===== src/pkg/ctm_params.svh =====
/*
  Register offsets, field positions, reset values and mode codes of the
  compact timer. Assumes an 8-bit register port with byte-sized offsets.
*/
`ifndef CTM_PARAMS_SVH
`define CTM_PARAMS_SVH

// ============================================================
// Register offsets
`define CTM_OFF_CTRL0    3'h0
`define CTM_OFF_CTRL1    3'h1
`define CTM_OFF_CNT_LO   3'h2
`define CTM_OFF_CNT_HI   3'h3
`define CTM_OFF_CMPA_LO  3'h4
`define CTM_OFF_CMPA_HI  3'h5
`define CTM_OFF_CMPP     3'h6
`define CTM_OFF_STATUS   3'h7

// ============================================================
// Field positions
`define CTM_C0_PAUSE     7
`define CTM_C0_ON        3
`define CTM_ST_MATCH_A   0
`define CTM_ST_MATCH_P   1

// ============================================================
// Mode and pin action codes
`define CTM_MODE_CMP     2'h0
`define CTM_MODE_PWM     2'h2
`define CTM_MODE_TMR     2'h3
`define CTM_ACT_NONE     2'h0
`define CTM_ACT_LOW      2'h1
`define CTM_ACT_HIGH     2'h2
`define CTM_ACT_TOGGLE   2'h3
`define CTM_PWM_INACT    2'h0
`define CTM_PWM_ACT      2'h1
`define CTM_PWM_RUN      2'h2

// ============================================================
// Reset values and timing
`define CTM_RST_BYTE     8'h00
`define CTM_RST_CMPA     16'h0000
`define CTM_P_STEP       256
`define CTM_FULL_SPAN    17'h10000

`endif


===== src/pkg/ctm_pkg.sv =====
/*
  Types of the compact timer: the two control register layouts and the comparator results.
  Assumes nothing beyond a SystemVerilog compiler.
*/
package ctm_pkg;

  // ============================================================
  // Control register 0
  typedef struct packed {
    logic       pause;
    logic [2:0] clk_sel;
    logic       counter_on;
    logic [2:0] unused;
  } ctm_ctrl0_s;

  // ============================================================
  // Control register 1 (timer_control_second)
  typedef struct packed {
    logic       mode_select_hi;
    logic       mode_select_lo;
    logic       pin_action_hi;
    logic       pin_action_lo;
    logic       output_initial_level;
    logic       output_invert;
    logic       period_duty_swap;
    logic       clear_source_select;
  } ctm_ctrl1_s;

  // ============================================================
  // Comparator results handed to the timer core
  typedef struct packed {
    logic        hit_a;
    logic        hit_p;
    logic        wrap;
    logic        full_duty;
    logic        duty_active;
    logic [15:0] next_count;
  } ctm_cmp_s;

endpackage


===== src/design/ctm_top.sv =====
/*
  Compact timer: 16-bit up-counter with comparators A and P, three operating
  modes (compare-match output, timer/counter, PWM), two sticky match flags
  and one output pin, reached over a plain 8-bit register port.
  Assumes one 40 MHz clock, inputs synchronous to it, and eight counter
  tick enables supplied by the surrounding clock logic.
*/
// The placing of the registers and the address-and-strobe port are this design's own decisions.
//Contract
//RULE1 - Mode field 00 selects compare-match output operation.
//RULE2 - Mode field 11 acts as compare-match but leaves the pin unused.
//RULE3 - Mode field 10 produces a fixed-frequency, variable-duty PWM waveform.
//RULE4 - Clear-select low: clear on P match, or overflow when P is zero; both flags.
//RULE5 - Clear-select high: clear on A match; only the A flag is raised.
//RULE6 - Clear-select high with A zero: overflow at FFFF, no A flag.
//RULE7 - In compare-match output the pin changes only on an A match.
//RULE8 - A match drives the pin high, low or toggles; zero means no change.
//RULE9 - Pin action codes: 00 none, 01 low, 10 high, 11 toggle.
//RULE10 - Counter-on rising edge loads the pin with its initial level.
//RULE11 - PWM ignores clear-select; swap bit chooses period and duty registers.
//RULE12 - PWM raises the A flag on A matches and P flag on P matches.
//RULE13 - PWM: initial bit sets active level, action forces or enables, invert.
//RULE14 - Swap 0: period is P times 256 or 65536; duty is A.
//RULE15 - Duty at or above period holds the output active all period.
//RULE16 - Swap 1: period is A; duty is P times 256 or 65536.
//RULE17 - PWM counting and flags continue while the output is forced.
//RULE18 - P compares against the upper count byte only, in 256-clock steps.
//RULE19 - Counter-on rising edge zeroes the counter; falling edge keeps it.
//RULE20 - While on and not paused, the counter increments on each tick.
`timescale 1ns/1ps
`include "ctm_params.svh"

module ctm_top #(
  parameter int CNT_W  = 16,
  parameter int ADDR_W = 3
) (
  // Clock, reset and clock enable
  input  wire logic              CLK_SYS_I,
  input  wire logic              RST_N_I,
  input  wire logic              CE_I,
  // Register port
  input  wire logic [ADDR_W-1:0] REG_ADDR_I,
  input  wire logic [7:0]        REG_WDATA_I,
  input  wire logic              REG_WR_I,
  input  wire logic              REG_RD_I,
  output logic [7:0]             REG_RDATA_O,
  // Counter clock sources, one tick enable per selector code
  input  wire logic [7:0]        CNT_TICKS_I,
  // Output pin and status
  output logic                   TIMER_PIN_O,
  output logic                   TIMER_PIN_OE_O,
  output logic                   MATCH_A_FLAG_O,
  output logic                   MATCH_P_FLAG_O
);

  // ============================================================
  // Elaboration checks

  // The comparator widths are fixed by the P byte and the 16-bit A value.
  if (CNT_W != 16) begin : g_bad_width
    $error("ctm_top: CNT_W must be 16");
  end
  if (ADDR_W < 3) begin : g_bad_addr
    $error("ctm_top: ADDR_W must be at least 3");
  end

  // ============================================================
  // Registers

  ctm_pkg::ctm_ctrl0_s ctrl0;
  ctm_pkg::ctm_ctrl1_s ctrl1;
  logic [15:0]         cmp_a;
  logic [7:0]          cmp_p;
  logic [15:0]         count;
  logic                pin_level;
  ctm_pkg::ctm_cmp_s   cmp;

  // ============================================================
  // Decoding

  wire logic [1:0] mode       = {ctrl1.mode_select_hi, ctrl1.mode_select_lo};
  wire logic [1:0] pin_action = {ctrl1.pin_action_hi, ctrl1.pin_action_lo};
  wire logic       is_pwm     = (mode == `CTM_MODE_PWM);                     // RULE3
  wire logic       is_cmp_out = (mode == `CTM_MODE_CMP);                     // RULE1
  // Mode 01 has no function here; it is served like the timer mode.
  wire logic       pin_used   = is_pwm || is_cmp_out;                        // RULE2

  // An access hits a register only when every address bit above the three
  // decoded ones is zero, so a wider port never aliases the map.
  function automatic logic reg_hit(input logic [ADDR_W-1:0] addr,
                                   input logic [2:0]        offset);
    reg_hit = ((addr >> 3) == '0) && (addr[2:0] == offset);
  endfunction

  wire logic       sel_ctrl0  = reg_hit(REG_ADDR_I, `CTM_OFF_CTRL0);
  wire logic       sel_ctrl1  = reg_hit(REG_ADDR_I, `CTM_OFF_CTRL1);
  wire logic       sel_a_lo   = reg_hit(REG_ADDR_I, `CTM_OFF_CMPA_LO);
  wire logic       sel_a_hi   = reg_hit(REG_ADDR_I, `CTM_OFF_CMPA_HI);
  wire logic       sel_p      = reg_hit(REG_ADDR_I, `CTM_OFF_CMPP);
  wire logic       sel_stat   = reg_hit(REG_ADDR_I, `CTM_OFF_STATUS);
  wire logic       addr_hi_ok = (REG_ADDR_I >> 3) == '0;

  wire logic       wr_ctrl0   = REG_WR_I && addr_hi_ok && sel_ctrl0;
  wire logic       wr_ctrl1   = REG_WR_I && addr_hi_ok && sel_ctrl1;
  wire logic       wr_a_lo    = REG_WR_I && addr_hi_ok && sel_a_lo;
  wire logic       wr_a_hi    = REG_WR_I && addr_hi_ok && sel_a_hi;
  wire logic       wr_p       = REG_WR_I && addr_hi_ok && sel_p;
  wire logic       wr_stat    = REG_WR_I && addr_hi_ok && sel_stat;

  // ============================================================
  // Counter control

  ctm_pkg::ctm_ctrl0_s wdata0;
  assign wdata0 = ctm_pkg::ctm_ctrl0_s'({REG_WDATA_I[7:3], 3'h0});

  wire logic on_rise = wr_ctrl0 && wdata0.counter_on && !ctrl0.counter_on;  // RULE19
  wire logic tick_src = CNT_TICKS_I[ctrl0.clk_sel];
  wire logic tick     = ctrl0.counter_on && !ctrl0.pause && tick_src;     // RULE20

  ctm_cmp u_cmp (
    .count_i     (count),
    .cmp_a_i     (cmp_a),
    .cmp_p_i     (cmp_p),
    .pwm_i       (is_pwm),
    .swap_i      (ctrl1.period_duty_swap),
    .clear_sel_i (ctrl1.clear_source_select),
    .res_o       (cmp)
  );

  // Flag events. Outside PWM the clear-select bit gates the P flag; an
  // overflow with P zero counts as the P match that clears the counter.
  wire logic p_ovf     = (cmp_p == 8'h00) && (count == 16'hffff);
  wire logic ev_a      = tick && cmp.hit_a;                                  // RULE12
  wire logic ev_p_cmp  = tick && !ctrl1.clear_source_select
                         && (cmp.hit_p || p_ovf);                           // RULE4 RULE5
  wire logic ev_p_pwm  = tick && cmp.hit_p;                                  // RULE12
  wire logic ev_p      = is_pwm ? ev_p_pwm : ev_p_cmp;                       // RULE17

  // Raising counter_on wins over a tick in the same cycle, so a restart
  // always begins from zero.
  wire logic [15:0] next_count = on_rise ? 16'h0000 :                       // RULE19
                                 tick    ? cmp.next_count : count;           // RULE4 RULE5 RULE6

  // ============================================================
  // Compare-match pin action

  logic next_pin_cmp;
  always_comb begin
    next_pin_cmp = pin_level;
    if (ev_a) begin                                                          // RULE7
      case (pin_action)                                                      // RULE8
        `CTM_ACT_NONE:   next_pin_cmp = pin_level;                           // RULE9
        `CTM_ACT_LOW:    next_pin_cmp = 1'b0;                                // RULE9
        `CTM_ACT_HIGH:   next_pin_cmp = 1'b1;                                // RULE9
        `CTM_ACT_TOGGLE: next_pin_cmp = !pin_level;                          // RULE9
        default:         next_pin_cmp = pin_level;
      endcase
    end
  end

  wire logic next_pin_level = on_rise ? wdata0.counter_on &&
                              ctrl1.output_initial_level : next_pin_cmp;      // RULE10

  // ============================================================
  // PWM waveform

  // The waveform follows the registered count, so the pin trails the
  // count by one clock; the trade keeps every output on a flip-flop.
  // Action 11 has no PWM use and parks the pin at its inactive level.
  logic pwm_active;
  always_comb begin
    case (pin_action)                                                        // RULE13
      `CTM_PWM_INACT: pwm_active = 1'b0;                                     // RULE17
      `CTM_PWM_ACT:   pwm_active = 1'b1;                                     // RULE17
      `CTM_PWM_RUN:   pwm_active = cmp.duty_active || cmp.full_duty;         // RULE15
      default:        pwm_active = 1'b0;
    endcase
  end

  wire logic pwm_level = pwm_active ? ctrl1.output_initial_level
                                    : !ctrl1.output_initial_level;           // RULE13
  wire logic raw_pin   = is_pwm ? pwm_level : pin_level;
  wire logic next_pin  = pin_used ? (raw_pin ^ ctrl1.output_invert) : 1'b0; // RULE13 RULE2

  // ============================================================
  // Sticky flags: a set in the clearing cycle wins.

  wire logic next_flag_a = ev_a ||
                           (MATCH_A_FLAG_O && !(wr_stat && REG_WDATA_I[`CTM_ST_MATCH_A]));
  wire logic next_flag_p = ev_p ||
                           (MATCH_P_FLAG_O && !(wr_stat && REG_WDATA_I[`CTM_ST_MATCH_P]));

  // ============================================================
  // Read data

  logic [7:0] next_rdata;
  always_comb begin
    next_rdata = 8'h00;
    if (REG_RD_I && addr_hi_ok) begin
      case (REG_ADDR_I[2:0])
        `CTM_OFF_CTRL0:   next_rdata = {ctrl0[7:3], 3'h0};
        `CTM_OFF_CTRL1:   next_rdata = ctrl1;
        `CTM_OFF_CNT_LO:  next_rdata = count[7:0];
        `CTM_OFF_CNT_HI:  next_rdata = count[15:8];
        `CTM_OFF_CMPA_LO: next_rdata = cmp_a[7:0];
        `CTM_OFF_CMPA_HI: next_rdata = cmp_a[15:8];
        `CTM_OFF_CMPP:    next_rdata = cmp_p;
        `CTM_OFF_STATUS:  next_rdata = {6'h00, MATCH_P_FLAG_O, MATCH_A_FLAG_O};
        default:          next_rdata = 8'h00;
      endcase
    end
  end

  // ============================================================
  // Configuration registers

  // Mode, pin action and compare values should only change while the
  // counter is off; a change in flight applies from the next tick as is.
  always_ff @(posedge CLK_SYS_I) begin
    if (!RST_N_I) begin
      ctrl0 <= ctm_pkg::ctm_ctrl0_s'(`CTM_RST_BYTE);
    end else if (CE_I && wr_ctrl0) begin
      ctrl0 <= wdata0;
    end
  end

  always_ff @(posedge CLK_SYS_I) begin
    if (!RST_N_I) begin
      ctrl1 <= ctm_pkg::ctm_ctrl1_s'(`CTM_RST_BYTE);
    end else if (CE_I && wr_ctrl1) begin
      ctrl1 <= ctm_pkg::ctm_ctrl1_s'(REG_WDATA_I);
    end
  end

  // The two A bytes are live as soon as each is written, so a running
  // counter can briefly compare against a half-updated value.
  always_ff @(posedge CLK_SYS_I) begin
    if (!RST_N_I) begin
      cmp_a <= `CTM_RST_CMPA;
    end else if (CE_I) begin
      if (wr_a_lo)  cmp_a[7:0] <= REG_WDATA_I;
      if (wr_a_hi)  cmp_a[15:8] <= REG_WDATA_I;
    end
  end

  always_ff @(posedge CLK_SYS_I) begin
    if (!RST_N_I) begin
      cmp_p <= `CTM_RST_BYTE;
    end else if (CE_I && wr_p) begin
      cmp_p <= REG_WDATA_I;
    end
  end

  // ============================================================
  // Counter

  always_ff @(posedge CLK_SYS_I) begin
    if (!RST_N_I) begin
      count <= 16'h0000;
    end else if (CE_I) begin
      count <= next_count;
    end
  end

  // ============================================================
  // Output pin

  always_ff @(posedge CLK_SYS_I) begin
    if (!RST_N_I) begin
      pin_level <= 1'b0;
    end else if (CE_I) begin
      pin_level <= next_pin_level;
    end
  end

  always_ff @(posedge CLK_SYS_I) begin
    if (!RST_N_I) begin
      TIMER_PIN_O    <= 1'b0;
      TIMER_PIN_OE_O <= 1'b0;
    end else if (CE_I) begin
      TIMER_PIN_O    <= next_pin;
      TIMER_PIN_OE_O <= pin_used;                                            // RULE2
    end
  end

  // ============================================================
  // Match flags

  always_ff @(posedge CLK_SYS_I) begin
    if (!RST_N_I) begin
      MATCH_A_FLAG_O <= 1'b0;
      MATCH_P_FLAG_O <= 1'b0;
    end else if (CE_I) begin
      MATCH_A_FLAG_O <= next_flag_a;
      MATCH_P_FLAG_O <= next_flag_p;
    end
  end

  // ============================================================
  // Read data register

  // A read slot shows its byte for one cycle, then the port falls back to
  // zero so a stale value is never taken for a fresh one.
  always_ff @(posedge CLK_SYS_I) begin
    if (!RST_N_I) begin
      REG_RDATA_O <= 8'h00;
    end else if (CE_I) begin
      REG_RDATA_O <= next_rdata;
    end
  end

endmodule


===== src/design/ctm_cmp.sv =====
/*
  Comparator unit of the compact timer: compares the incremented count
  with the A and P values and works out the period and duty spans.
  Assumes the caller applies the match and next-count results only on an enabled counter tick.
*/
`timescale 1ns/1ps
`include "ctm_params.svh"

module ctm_cmp (
  // Counter and compare values
  input  wire logic [15:0]      count_i,
  input  wire logic [15:0]      cmp_a_i,
  input  wire logic [7:0]       cmp_p_i,
  // Configuration
  input  wire logic             pwm_i,
  input  wire logic             swap_i,
  input  wire logic             clear_sel_i,
  // Results
  output ctm_pkg::ctm_cmp_s     res_o
);

  // ============================================================
  // Span helpers

  // A zero compare value stands for the full 65536-clock span.
  function automatic logic [16:0] span_a(input logic [15:0] a);
    span_a = (a == 16'h0000) ? `CTM_FULL_SPAN : {1'b0, a};
  endfunction

  // The P value counts in steps of 256 clocks against the upper byte.
  function automatic logic [16:0] span_p(input logic [7:0] p);
    span_p = (p == 8'h00) ? `CTM_FULL_SPAN : {1'b0, p, 8'h00};
  endfunction

  // ============================================================
  // Comparison

  wire logic [16:0] inc       = {1'b0, count_i} + 17'h00001;
  wire logic        hit_a     = (cmp_a_i != 16'h0000) && (inc[15:0] == cmp_a_i); // RULE6
  wire logic        hit_p     = (inc[15:8] == cmp_p_i) && (inc[7:0] == 8'h00)
                                && (cmp_p_i != 8'h00);                          // RULE18
  wire logic        use_a     = pwm_i ? swap_i : clear_sel_i;                   // RULE11
  wire logic [16:0] period    = use_a ? span_a(cmp_a_i) : span_p(cmp_p_i);      // RULE14 RULE16
  // An A duty of zero means zero here, unlike a zero period or a zero P duty.
  wire logic [16:0] duty      = swap_i ? span_p(cmp_p_i) : {1'b0, cmp_a_i};   // RULE14 RULE16
  wire logic        wrap      = (inc == period);
  wire logic        full_duty = (duty >= period);                             // RULE15
  wire logic        active    = full_duty || ({1'b0, count_i} < duty);

  assign res_o.hit_a       = hit_a;
  assign res_o.hit_p       = hit_p;
  assign res_o.wrap        = wrap;
  assign res_o.full_duty   = full_duty;
  assign res_o.duty_active = active;
  assign res_o.next_count  = wrap ? 16'h0000 : inc[15:0];

endmodule


===== config.mk =====
export PLATFORM = sky130hd
export DESIGN_NAME = ctm_top
export DESIGN_NICKNAME = d
export VERILOG_FILES = /design/src/pkg/ctm_pkg.sv /design/src/design/ctm_top.sv /design/src/design/ctm_cmp.sv
export VERILOG_INCLUDE_DIRS = /design/src /design/src/pkg
export SDC_FILE = /design/constraint.sdc
export NUM_CORES = 1
export LEC_CHECK = 0
export BUFFER_PORTS_ARGS = -buffer_cell sky130_fd_sc_hd__clkbuf_2
export CAP_MARGIN = 20
export CORE_MARGIN = 2
export CORE_UTILIZATION = 53
export DETAILED_ROUTE_END_ITERATION = 7
export GPL_TIMING_DRIVEN = 0
export HOLD_SLACK_MARGIN = 0.05
export PLACE_DENSITY_LB_ADDON = 0.3
export RECOVER_POWER = 50
export SYNTH_ARGS = -nofsm -noshare
export SYNTH_HDL_FRONTEND = slang
export SYNTH_HIERARCHICAL = 1
export SYNTH_SLANG_ARGS = --single-unit

===== constraint.sdc =====
create_clock -name CLK_SYS_I -period 3.9 [get_ports CLK_SYS_I]
set_input_delay 0.78 -clock CLK_SYS_I [delete_from_list [all_inputs] [get_ports CLK_SYS_I]]
set_output_delay 0.78 -clock CLK_SYS_I [all_outputs]
set_load 0.03 [all_outputs]

==> run metrics <==
# rows 37; area delta synth->final 13.8%; TritonCTS Buffers 9; WL final 17900 um; die height 107 um; Gate power share roughly an eighth; Setup crit end TIMER_PIN_O; IO buf count 33; most common cell after layout, fill and taps aside mux2i_1; final hold slack roughly 0.49 ns; Leakage about 2.6 nW; YS warnings 6; die area 0.0115 mm^2; Slew HR -8.46%; multi-input logic area 0.00413 mm^2; Sw Pwr slightly below 0.0004 W; vias per inst between 6 and 7; Worst Setup Start Kind register; Clock transition at path regs approximately 0.08 ns; Power, Total around 0.0014 W; layout cell share with drive strength beyond 1 around 17%; ANT nets after route 0; worst hold path type reg -> reg; syn nets around 710; CTS Hold Bufs 0; largest net degree at the start of global routing 13; Slew Viols, Final 9; violated checks capacitance limit, slew limit; clock group share of total power 37.7%; fin crit period roughly 3.9 ns; sw frac between 20% and 30%; Vias 5303; DRC viols 0; Critical Path AT 4.14 ns; post-layout net count approximately 770; GP Congestion ~0.95; IO Pins 36; Worst Tran Pin Value around 1.6 ns; Max Freq ~260 MHz; endpoints failing setup 0; worst skew pair latency approximately 0.35 ns; DP Worst Slack -0.316 ns; Global Route Usage Sum between 30% and 40%; initial antenna violation count 0; Final Cycle Share around 100%; reg2reg setup slack roughly 0.031 ns; Die X-Extent 107 um; drt pass-1 iters 5; Int Power roughly 0.001 W; worst r2r src cmp_a[1]; Syn Area/Cell just under 9 um^2; DP Area 0.00600 mm^2; Synth Instances 652; r2r endpoint TIMER_PIN_O; Post-Syn Area about 0.0056 mm^2; Sequential Power Share 49.7%; FF-to-FF path depth 14; critical-path maximum fanout 7; DP HPWL 13200 um; post-layout util between 60% and 70%; core area approximately 0.010 mm^2; DRT iter0 DRCs 533; VDD IR max roughly 210 uV; H-tree Lvls 3; register area around 0.0013 mm^2; power per cell area roughly 220 mW/mm^2; clk_skew 0.0100 ns; final hold vios 0; ant diodes 0; global-route wire length before repair roughly 28000 um; Final Cell Area roughly 0.0064 mm^2; Clock Path Buffers 2; Root Driver clkbuf_8; setup ws final around 0.031 ns; CTS Sinks 66; CP required ~4.2 ns; GR Overflow Total 0; starting density of the core between 50% and 60%; CP Class reg -> reg; fillers ~910; vias in the first global route slightly above 5k; Worst setup EP type register; per-cell routed wire length roughly 21 um; most frequent cells in the layout mux2i_1 (69), dfxtp_1 (63), nor2b_1 (51); crit path launch cmp_a[1]; Max Cap Viol 1; status finished, violations left; unrepaired setup endpoints after global routing yes; CTS tree done
-- flip-flops by register name (all words and copies together) (netlist names) --
| signal | flops |
|---|---|
| count | 16 |
| cmp_a | 16 |
| REG_RDATA_O | 8 |
| pin_level | 1 |
| ctrl0 | 5 |
| MATCH_P_FLAG_O | 1 |
| TIMER_PIN_O | 1 |
| ctrl1 | 8 |
| TIMER_PIN_OE_O | 1 |
| cmp_p | 8 |
| MATCH_A_FLAG_O | 1 |
-- power groups by stage --
stage	Clock, W	Sequential, W	Combinational (W)
6_report	0.000527	0.000695	0.000177
5_1_grt	0.000565	0.000696	0.000191
4_1_cts	0.000534	0.000694	0.000168
3_5_place_dp	0	0.000710	0.000166
3_3_place_gp	0	0.000710	0.000162
2_1_floorplan	0	0.000709	0.000107
-- cell type report --
class / instances / area share, %
well taps: 136 / 2.65
inverters: 34 / 1.99
clock buffers: 10 / 2.15
plain buffers: 36 / 3.84
repair buffers: 44 / 3.61
flip-flops and latches: 66 / 20.7
multi-input cells: 515 / 64.4
clock inverters: 6 / 0.663
-- stage by stage --
stage	std cells	setup TNS [ns]
after floorplan	652	0
after global placement	821	-0.289
after detailed placement	821	-0.316
after CTS	844	0
after global routing	847	-0.0856
final	847	0
-- worst min-delay path by stage --
| stage | from | to | depth (start not counted) |
|---|---|---|---|
| finish | REG_RDATA_O[5] | REG_RDATA_O[5] | 2 |
| global route | TIMER_PIN_OE_O | TIMER_PIN_OE_O | 1 |
| CTS | REG_RDATA_O[5] | REG_RDATA_O[5] | 2 |
| detailed placement | REG_RDATA_O[5] | REG_RDATA_O[5] | 2 |
| global placement | TIMER_PIN_OE_O | TIMER_PIN_OE_O | 1 |
| floorplan | pin_level | pin_level | 2 |
-- critical path, cell delays in order (launching register included) --
cell and delay (ns):
dfxtp_1 0.43, nor4_2 0.48, a41oi_2 0.29, or2_2 0.40, ha_1 0.33, a21oi_1 0.13
o21ai_1 0.08, a21o_1 0.16, or3_1 0.38, buf_4 0.14, o21a_1 0.21, or4b_4 0.53
nand3_4 0.10, nand2_2 0.05, o211ai_1 0.08
-- repair_timing --
item	4_1_cts	5_1_grt
pin swaps	1	11
setup endpoints to repair	1	12
resized for setup	9	27
setup buffers	8	3
-- routing by layer --
metal / vias to the layer above / GRT usage [%] / routed length (um)
li1: 2452 / - / -
met5: - / 0 / 0
met3: 49 / 5.65 / 1630
met1: 2529 / 46.0 / 8080
met4: 0 / 11.6 / 552
met2: 273 / 47.0 / 7600
(Power assumes the default switching activity.)
